[src/bpo_pkg.sv]
// constants, register map and field layout for the two-port pin block
// Summary of operation
// direction_c bit 1 floats the pin driver
// direction_c bit 0 drives output latch bit
// port C has seven pins, bit 3 absent
// output_latch_c readable; read-modify-write uses latch
// USB-shared bits 4,5 are input only
// external transceiver: USB pins stay inputs
// internal transceiver: USB module sets direction
// external transceiver: bit 2 drives transceiver enable
// enabled peripheral overrides port C direction
// direction_c reads back software value always
// port C pins come up as inputs
// reset strap chooses analog or digital port B
// pull-ups on bits 6,7 unless disabled
// input bits 6,7 flag level changes
// programming clock on bit 6, data bit 7
// programming mode disables other pin functions
// mux bit 0 moves capture/compare 2 to B
// unimplemented register bits read as zero; dir_b_reg reads FF after reset until written
// USB enabled disables USB pins' digital input
// pin register reads sampled pin levels
// output pins never enable their pull-up
package bpo_pkg;
    localparam int ADDR_W = 4;
    localparam int DATA_W = 8;

    // register addresses
    localparam logic [3:0] OFS_PIN_B = 4'h0;
    localparam logic [3:0] OFS_LAT_B = 4'h1;
    localparam logic [3:0] OFS_DIR_B = 4'h2;
    localparam logic [3:0] OFS_IRQ_MAIN = 4'h3;
    localparam logic [3:0] OFS_IRQ_EDGE = 4'h4;
    localparam logic [3:0] OFS_PIN_C = 4'h5;
    localparam logic [3:0] OFS_LAT_C = 4'h6;
    localparam logic [3:0] OFS_DIR_C = 4'h7;
    localparam logic [3:0] OFS_STATUS = 4'h8;

    // implemented bits
    localparam logic [7:0] MASK_B_UPPER = 8'hC0;
    localparam logic [7:0] MASK_C_LAT = 8'hC7;
    localparam logic [7:0] MASK_C_PIN = 8'hF7;
    localparam logic [7:0] MASK_C_USB = 8'h30;
    localparam logic [7:0] MASK_IRQ_MAIN = 8'h09;
    localparam logic [7:0] MASK_IRQ_EDGE = 8'h80;

    // field positions
    localparam int BIT_CHG_FLAG = 0;
    localparam int BIT_CHG_EN = 3;
    localparam int BIT_PU_DIS = 7;
    localparam int BIT_C_CCP2 = 1;
    localparam int BIT_C_UOE = 2;
    localparam int BIT_C_NONE = 3;
    localparam int BIT_C_MINUS = 4;
    localparam int BIT_C_PLUS = 5;
    localparam int BIT_PB_CLK = 0;
    localparam int BIT_PB_DAT = 1;
    localparam int STS_ANALOG = 0;
    localparam int STS_PROG = 1;
    localparam int STS_USB = 2;
    localparam int STS_EXT = 3;

    // reset values
    localparam logic [7:0] RST_DIR = 8'hFF;
    localparam logic [7:0] RST_LAT = 8'h00;
    localparam logic [7:0] RST_IRQ_MAIN = 8'h00;
    localparam logic [7:0] RST_IRQ_EDGE = 8'h80;
    localparam logic [7:0] ZERO = 8'h00;
endpackage

[src/bpo_port.sv]
// port B upper pins and port C pin logic with register access
//
// The strobed register port and the placing of the registers were chosen for this implementation.
`timescale 1ns/10ps
module bpo_port (
    input wire logic core_clk,
    input wire logic reset_n,
    input wire logic [3:0] reg_addr,
    input wire logic [7:0] reg_wdata,
    input wire logic reg_wr,
    input wire logic reg_rd,
    output logic [7:0] reg_rdata,
    input wire logic [1:0] port_b_pin_in,
    output logic [1:0] port_b_pin_out,
    output logic [1:0] port_b_pin_oe,
    output logic [1:0] port_b_pullup_en,
    input wire logic port_b_bit3_pin_in,
    input wire logic [7:0] port_c_pin_in,
    output logic [7:0] port_c_pin_out,
    output logic [7:0] port_c_pin_oe,
    input wire logic analog_at_reset_cfg,
    output logic analog_b_mode,
    input wire logic capcomp2_mux_cfg,
    input wire logic capcomp2_en,
    input wire logic capcomp2_out,
    input wire logic capcomp2_oe,
    output logic capcomp2_capture_in,
    output logic alt_b3_out,
    output logic alt_b3_oe,
    input wire logic prog_enable,
    output logic prog_serial_clock,
    output logic prog_serial_data_in,
    input wire logic prog_serial_data_out,
    input wire logic prog_serial_data_oe,
    input wire logic usb_en,
    input wire logic usb_ext_xcvr,
    input wire logic usb_xcvr_drive,
    input wire logic usb_minus_out,
    input wire logic usb_plus_out,
    input wire logic usb_ext_oe_ctl,
    output logic usb_minus_in,
    output logic usb_plus_in,
    input wire logic [7:0] periph_dir_ovr,
    input wire logic [7:0] periph_dir_val,
    input wire logic [7:0] periph_out_ovr,
    input wire logic [7:0] periph_out_val,
    output logic change_event,
    output logic change_irq_req
);
    logic [7:0] lat_b_reg, dir_b_reg, irq_main_reg, irq_edge_reg;
    logic [7:0] lat_c_reg, dir_c_reg, rdata_reg;
    logic [1:0] pb_meta_reg, pb_sync_reg, pb_prev_reg;
    logic [7:0] pc_meta_reg, pc_sync_reg;
    logic b3_meta_reg, b3_sync_reg;
    logic [1:0] pb_out_reg, pb_oe_reg, pb_pu_reg;
    logic [7:0] pc_out_reg, pc_oe_reg;
    logic alt_out_reg, alt_oe_reg, chg_evt_reg, analog_reg;

    // masks a value to the implemented bits, clearing all others
    function automatic logic [7:0] masked(input logic [7:0] v,
                                          input logic [7:0] m);
        masked = v & m;
    endfunction

    // register strobes
    wire wr_pin_b = reg_wr && (reg_addr == bpo_pkg::OFS_PIN_B);
    wire wr_lat_b = reg_wr && (reg_addr == bpo_pkg::OFS_LAT_B);
    wire wr_dir_b = reg_wr && (reg_addr == bpo_pkg::OFS_DIR_B);
    wire wr_main = reg_wr && (reg_addr == bpo_pkg::OFS_IRQ_MAIN);
    wire wr_edge = reg_wr && (reg_addr == bpo_pkg::OFS_IRQ_EDGE);
    wire wr_pin_c = reg_wr && (reg_addr == bpo_pkg::OFS_PIN_C);
    wire wr_lat_c = reg_wr && (reg_addr == bpo_pkg::OFS_LAT_C);
    wire wr_dir_c = reg_wr && (reg_addr == bpo_pkg::OFS_DIR_C);

    // modes
    wire prog = prog_enable;
    wire ext_on = usb_en && usb_ext_xcvr;
    wire int_drive = usb_en && !usb_ext_xcvr && usb_xcvr_drive;
    wire pu_dis = irq_edge_reg[bpo_pkg::BIT_PU_DIS];
    wire [1:0] dir_b_hi = dir_b_reg[7:6];
    wire [1:0] lat_b_hi = lat_b_reg[7:6];

    // pin reads: bit 3 absent, USB pins blank while USB owns them
    wire [7:0] usb_blank = usb_en ? bpo_pkg::MASK_C_USB : bpo_pkg::ZERO;
    wire [7:0] pin_c_view = pc_sync_reg & bpo_pkg::MASK_C_PIN
                            & ~usb_blank;
    wire [7:0] pin_b_view = {pb_sync_reg, 6'h00};
    wire [7:0] status_view = {4'h0, ext_on, usb_en, prog, analog_reg};

    // change detect only on input pins outside programming mode
    wire [1:0] chg_bits = (pb_sync_reg ^ pb_prev_reg) & dir_b_hi
                          & ~{2{prog}};
    wire chg_any = |chg_bits;
    wire [7:0] irq_main_next = masked(wr_main ? reg_wdata : irq_main_reg,
                                      bpo_pkg::MASK_IRQ_MAIN)
        | (chg_any ? (8'h01 << bpo_pkg::BIT_CHG_FLAG)
                   : bpo_pkg::ZERO); // set wins over clear

    // read decode
    wire [7:0] rd_mux =
        (reg_addr == bpo_pkg::OFS_PIN_B) ? pin_b_view :
        (reg_addr == bpo_pkg::OFS_LAT_B) ? lat_b_reg :
        (reg_addr == bpo_pkg::OFS_DIR_B) ? dir_b_reg :
        (reg_addr == bpo_pkg::OFS_IRQ_MAIN) ? irq_main_reg :
        (reg_addr == bpo_pkg::OFS_IRQ_EDGE) ? irq_edge_reg :
        (reg_addr == bpo_pkg::OFS_PIN_C) ? pin_c_view :
        (reg_addr == bpo_pkg::OFS_LAT_C) ? lat_c_reg :
        (reg_addr == bpo_pkg::OFS_DIR_C) ? dir_c_reg :
        (reg_addr == bpo_pkg::OFS_STATUS) ? status_view :
        bpo_pkg::ZERO;

    // capture/compare 2 placement
    wire ccp2_on_c = capcomp2_en && capcomp2_mux_cfg;
    wire ccp2_on_b = capcomp2_en && !capcomp2_mux_cfg;
    wire [7:0] ccp2_sel = ccp2_on_c ? (8'h01 << bpo_pkg::BIT_C_CCP2)
                                    : bpo_pkg::ZERO;
    wire [7:0] uoe_sel = ext_on ? (8'h01 << bpo_pkg::BIT_C_UOE)
                                : bpo_pkg::ZERO;

    // peripheral overrides beat the direction register
    wire [7:0] dir_ovr = (periph_dir_ovr | ccp2_sel)
                         & bpo_pkg::MASK_C_LAT;
    wire [7:0] dir_val = (periph_dir_val & ~ccp2_sel)
                         | (capcomp2_oe ? ccp2_sel : bpo_pkg::ZERO);
    wire [7:0] out_ovr = (periph_out_ovr | ccp2_sel)
                         & bpo_pkg::MASK_C_LAT;
    wire [7:0] out_val = (periph_out_val & ~ccp2_sel)
                         | (capcomp2_out ? ccp2_sel : bpo_pkg::ZERO);
    wire [7:0] soft_oe = ~dir_c_reg & bpo_pkg::MASK_C_LAT;
    wire [7:0] gp_oe = (dir_ovr & dir_val) | (~dir_ovr & soft_oe);
    wire [7:0] gp_out = (out_ovr & out_val) | (~out_ovr & lat_c_reg);

    // USB pins carry no general path; bit 2 follows the transceiver
    wire [7:0] gp_keep = ~uoe_sel & ~bpo_pkg::MASK_C_USB;
    wire [7:0] usb_oe_bits = int_drive ? bpo_pkg::MASK_C_USB
                                       : bpo_pkg::ZERO;
    wire [7:0] usb_out_bits = int_drive ?
        {2'b00, usb_plus_out, usb_minus_out, 4'h0} : bpo_pkg::ZERO;
    wire [7:0] pc_oe_next = (gp_oe & gp_keep) | uoe_sel
                            | usb_oe_bits;
    wire [7:0] pc_out_next = (gp_out & gp_keep) | usb_out_bits
        | (usb_ext_oe_ctl ? uoe_sel : bpo_pkg::ZERO);

    // port B upper pins: programmer takes them over completely
    wire [1:0] pb_oe_next = prog ?
        {prog_serial_data_oe, 1'b0} : ~dir_b_hi;
    wire [1:0] pb_out_next = prog ?
        {prog_serial_data_out, 1'b0} : lat_b_hi;
    wire [1:0] pb_pu_next = (pu_dis || prog) ? 2'b00
                            : dir_b_hi;

    // synchronisers: first stage feeds only the second
    always_ff @(posedge core_clk) begin
        pb_meta_reg <= port_b_pin_in;
        pb_sync_reg <= pb_meta_reg;
        pc_meta_reg <= port_c_pin_in;
        pc_sync_reg <= pc_meta_reg;
        b3_meta_reg <= port_b_bit3_pin_in;
        b3_sync_reg <= b3_meta_reg;
        // unreset on purpose: a reset-time 00 would show a false pin change
        pb_prev_reg <= pb_sync_reg;
    end

    // strap caught while reset is held, so it holds the level at release
    always_ff @(posedge core_clk) begin
        if (!reset_n) begin
            analog_reg <= analog_at_reset_cfg;
        end
    end

    always_ff @(posedge core_clk) begin
        if (!reset_n) begin
            lat_b_reg <= bpo_pkg::RST_LAT;
            dir_b_reg <= bpo_pkg::RST_DIR;
            lat_c_reg <= bpo_pkg::RST_LAT;
            dir_c_reg <= masked(bpo_pkg::RST_DIR,
                                bpo_pkg::MASK_C_LAT);
            irq_main_reg <= bpo_pkg::RST_IRQ_MAIN;
            irq_edge_reg <= bpo_pkg::RST_IRQ_EDGE;
        end else begin
            if (wr_pin_b || wr_lat_b) begin
                lat_b_reg <= masked(reg_wdata, bpo_pkg::MASK_B_UPPER);
            end
            if (wr_dir_b) begin
                dir_b_reg <= masked(reg_wdata, bpo_pkg::MASK_B_UPPER);
            end
            if (wr_pin_c || wr_lat_c) begin
                lat_c_reg <= masked(reg_wdata,
                                    bpo_pkg::MASK_C_LAT);
            end
            if (wr_dir_c) begin
                dir_c_reg <= masked(reg_wdata,
                                    bpo_pkg::MASK_C_LAT);
            end
            if (wr_edge) begin
                irq_edge_reg <= masked(reg_wdata, bpo_pkg::MASK_IRQ_EDGE);
            end
            irq_main_reg <= irq_main_next;
        end
    end

    // read data stands only in the cycle after the strobe
    always_ff @(posedge core_clk) begin
        if (!reset_n) begin
            rdata_reg <= bpo_pkg::ZERO;
        end else begin
            rdata_reg <= reg_rd ? rd_mux : bpo_pkg::ZERO;
        end
    end

    // pin drivers are registered; one cycle behind the control state
    always_ff @(posedge core_clk) begin
        if (!reset_n) begin
            pc_oe_reg <= bpo_pkg::ZERO;
            pc_out_reg <= bpo_pkg::ZERO;
            pb_oe_reg <= 2'b00;
            pb_out_reg <= 2'b00;
            pb_pu_reg <= 2'b00;
            alt_out_reg <= 1'b0;
            alt_oe_reg <= 1'b0;
            chg_evt_reg <= 1'b0;
        end else begin
            pc_oe_reg <= pc_oe_next;
            pc_out_reg <= pc_out_next;
            pb_oe_reg <= pb_oe_next;
            pb_out_reg <= pb_out_next;
            pb_pu_reg <= pb_pu_next;
            alt_out_reg <= ccp2_on_b && capcomp2_out;
            alt_oe_reg <= ccp2_on_b && capcomp2_oe;
            chg_evt_reg <= chg_any;
        end
    end

    assign reg_rdata = rdata_reg;
    assign port_c_pin_oe = pc_oe_reg;
    assign port_c_pin_out = pc_out_reg;
    assign port_b_pin_oe = pb_oe_reg;
    assign port_b_pin_out = pb_out_reg;
    assign port_b_pullup_en = pb_pu_reg;
    assign alt_b3_out = alt_out_reg;
    assign alt_b3_oe = alt_oe_reg;
    assign analog_b_mode = analog_reg;
    assign change_event = chg_evt_reg;
    assign change_irq_req = irq_main_reg[bpo_pkg::BIT_CHG_FLAG]
                            && irq_main_reg[bpo_pkg::BIT_CHG_EN];
    assign prog_serial_clock = pb_sync_reg[bpo_pkg::BIT_PB_CLK];
    assign prog_serial_data_in = pb_sync_reg[bpo_pkg::BIT_PB_DAT];
    assign usb_minus_in = pc_sync_reg[bpo_pkg::BIT_C_MINUS];
    assign usb_plus_in = pc_sync_reg[bpo_pkg::BIT_C_PLUS];
    assign capcomp2_capture_in = capcomp2_mux_cfg ?
        pc_sync_reg[bpo_pkg::BIT_C_CCP2] : b3_sync_reg;
endmodule

[config.mk]
export PLATFORM = sky130hd
export DESIGN_NAME = bpo_port
export DESIGN_NICKNAME = d
export VERILOG_FILES = /design/src/bpo_pkg.sv /design/src/bpo_port.sv
export SDC_FILE = /design/constraint.sdc
export NUM_CORES = 1
export LEC_CHECK = 0
export ABC_AREA = 0
export BUFFER_PORTS_ARGS = -buffer_cell sky130_fd_sc_hd__buf_2
export CAP_MARGIN = 5
export CORE_MARGIN = 3
export CORE_UTILIZATION = 40
export CTS_BUF_LIST = sky130_fd_sc_hd__clkbuf_8 sky130_fd_sc_hd__clkbuf_16
export CTS_CLUSTER_SIZE = 10
export DETAILED_ROUTE_END_ITERATION = 10
export PLACE_DENSITY_LB_ADDON = 0.1
export REMOVE_ABC_BUFFERS = 1
export SLEW_MARGIN = 20
export SYNTH_ARGS = -nofsm -noshare
export SYNTH_HDL_FRONTEND = slang
export SYNTH_SLANG_ARGS = --single-unit
[constraint.sdc]
create_clock -name core_clk -period 1.16 [get_ports core_clk]
set_input_delay 0.116 -clock core_clk [delete_from_list [all_inputs] [get_ports core_clk]]
set_output_delay 0.116 -clock core_clk [all_outputs]
set_load 0.05 [all_outputs]
==> run_results.csv <==
group,metric,value,unit
pwr,p_leak,1.83,nW
global_route,grt_overflow_total,0,
timing,period_needed,1190,ps
synth,yosysMostFrequentCell,"dfxtp_1",
floorplan,die_h,87.1,um
layout,syn2layout_area_growth,46.5,%
floorplan,pin_count,113,
timing,fmax,844,MHz
pwr,peakVddDrop,0.00113,V
worst_setup_path,r2r_slack,-20,ps
global_route,antenna_found_initial,0,
clock_network,cts_tree,"built",
route,drt_wl_total,6640,um
layout,nets,478,
layout,largest_register_ffs,8,
route,vias,2293,
clock_network,clk_latency,340,ps
timing,hold_viol,0,
clock_network,clk_pin_slew,80,ps
synth,synthArstFlopShare,0,%
synth,ys_ff_latch,71,
synth,dominantRegCellSynth,"dfxtp_1",
worst_setup_path,crit_fanout,2,
global_route,grt_pass1_vias,2264,
route,postRouteAntennaNets,0,
synth,synth_edf_count,1,
clock_network,root_buffer,"clkbuf_8",
worst_setup_path,cp_data_required_time,1040,ps
placement,post-dp-hpwl,5050,um
synth,netlist.area_leader.share,53.3,%
layout,fin_area,3850,um2
synth,post_synth.cell_area_avg,10.3,um2
global_route,grt_start_max_net_pins,20,
layout,multi_input_area,1110,um2
synth,syn-instance-count,256,
clock_network,cts-buffers-inserted,9,
synth,yosysUniqueCellTypes,48,
worst_setup_path,worstSetupPathType,"reg2out",
pwr,power.density,1340,nW/um2
worst_setup_path,critPathArrivalTime,1070,ps
status,violations,"setup timing",
layout,drive_gt1_share,42.9,%
timing,worst_slack,-25.4,ps
floorplan,die_area,7590,um2
route,drt_iter0_drc,117,
floorplan,core,6130,um2
synth,syn_area,2630,um2
clock_network,cts_setup_buffers,0,
job,timing.max_cap.violations,0,
synth,synthTopCellsByArea,"dfxtp_1, mux2i_1, nor2_1",
worst_hold_path,holdCritPathClass,"in2reg",
placement,place_inst,451,
clock_network,clockBufferDepth,2,
layout,seq_area,1450,um2
synth,yosysWarnings,0,
timing,finalClockSkew,9.71,ps
timing,setup_violations,2,
floorplan,die_w,87.1,um
global_route,grt_pass1_wl,10700,um
timing,drv_slew,0,
route,first_pass_iters,4,
route,wire_per_inst,13.7,um
global_route,grtUsageTotal,18.6,%
placement,io_buffers,95,
timing,fin_crit_sh,102,%
floorplan,rows,28,
worst_setup_path,end_kind,"output port",
timing,fin_setup_tns,-49.7,ps
placement,place_congestion,0.855,
pwr,p_total,0.00518,W
placement,dpl_cell_area,3420,um2
clock_network,cts.sinks,71,
synth,seq_area_frac_synth,54.4,%
route,drc,0,
clock_network,htreeDepth,3,
layout,stdcell_count,485,
placement,pre_cts_ws,-133,ps
layout,antenna_cells,0,
layout,fillers,552,
synth,synth_commonest_cells,"dfxtp_1, nor2_1, nand2_1",
status,status,"finished with violations",
floorplan,start_util,42.9,%
worst_setup_path,cp-start-kind,"flip-flop",
route,viasPerCell,4.73,
synth,synth_top_area_cell,"dfxtp_1",
timing,rsz0062_at_grt,"yes",
[cell usage in the layout, fill, tap and decap left out, drive strengths merged, types with 3 or more instances in the layout]
master,n
buf,134
dfxtp,70
nor2,32
nand2,20
a21oi,19
dlygate4sd3,18
mux2i,16
clkbuf,11
nand3,10
o21ai,10
inv,5
a211oi,5
nor3,5
clkinv,5
nor2b,4
nand3b,4
and4b,3
a22oi,3
and2,3
or2,3
[per-layer routing]
| layer | wire [um] | vias up | track usage [%] |
|---|---|---|---|
| li1 | - | 1190 | - |
| met1 | 2990 | 1029 | 24.8 |
| met2 | 3160 | 70 | 29.5 |
| met3 | 453 | 4 | 5.58 |
| met4 | 46 | 0 | 4.60 |
| met5 | 0 | - | 0 |
[kinds of logic after synthesis]
family / after synthesis / synth area share, %
flip-flops: 71 / 54.4
multiplexers: 18 / 7.37
AND/OR/NAND/NOR: 94 / 20.0
buffers and inverters: 20 / 4.71
AO/OA/AOI/OAI: 50 / 12.7
other: 1 / 0.143
XOR/XNOR: 2 / 0.666
[worst max-delay path, stage by stage (launching register included)]
cell     delay [ps]
dfxtp_2         320
mux2_4          260
buf_8           150
[where the power goes]
| group | switching [W] | internal (W) | leakage [nW] |
|---|---|---|---|
| logic | 0.000454 | 0.000350 | 1.14 |
| clock network | 0.000905 | 0.000889 | 0.0991 |
| registers | 0.0000407 | 0.00254 | 0.588 |
[timing repair]
item,4_1_cts,5_1_grt
hold endpoints to repair,18,0
pin swaps,1,1
endpoints found under the setup margin,6,5
hold buffers,18,0
resized for setup,13,11
[final timing paths]
check | depth (start not counted) | endpoint | from
max | 2 | capcomp2_capture_in | pc_sync_reg[1]
min | 3 | port_b_pin_out[1] | prog_serial_data_out
max reg2reg | 3 | reg_rdata[7] | dir_c_reg[7]
min reg2reg | 0 | pb_sync_reg[1] | pb_meta_reg[1]
[final cells by class]
type                            instances  share of cell area, %
Sequential cell                        71                   37.5
Multi-Input combinational cell        166                   28.8
Timing Repair Buffer                  152                   26.0
Clock buffer                           11                   3.93
Tap cell                               75                   2.44
Clock inverter                          5                  0.844
Inverter                                5                  0.487
[per-stage QoR]
stage                     hold slack [ps]  utilization (%)
after floorplan                       144                -
after global placement                219             55.7
after detailed placement              220             55.7
after CTS                            2.40             62.2
after global routing                 19.2             62.9
final                                10.5             62.9
Note: power is estimated with default switching activity, not from simulation.
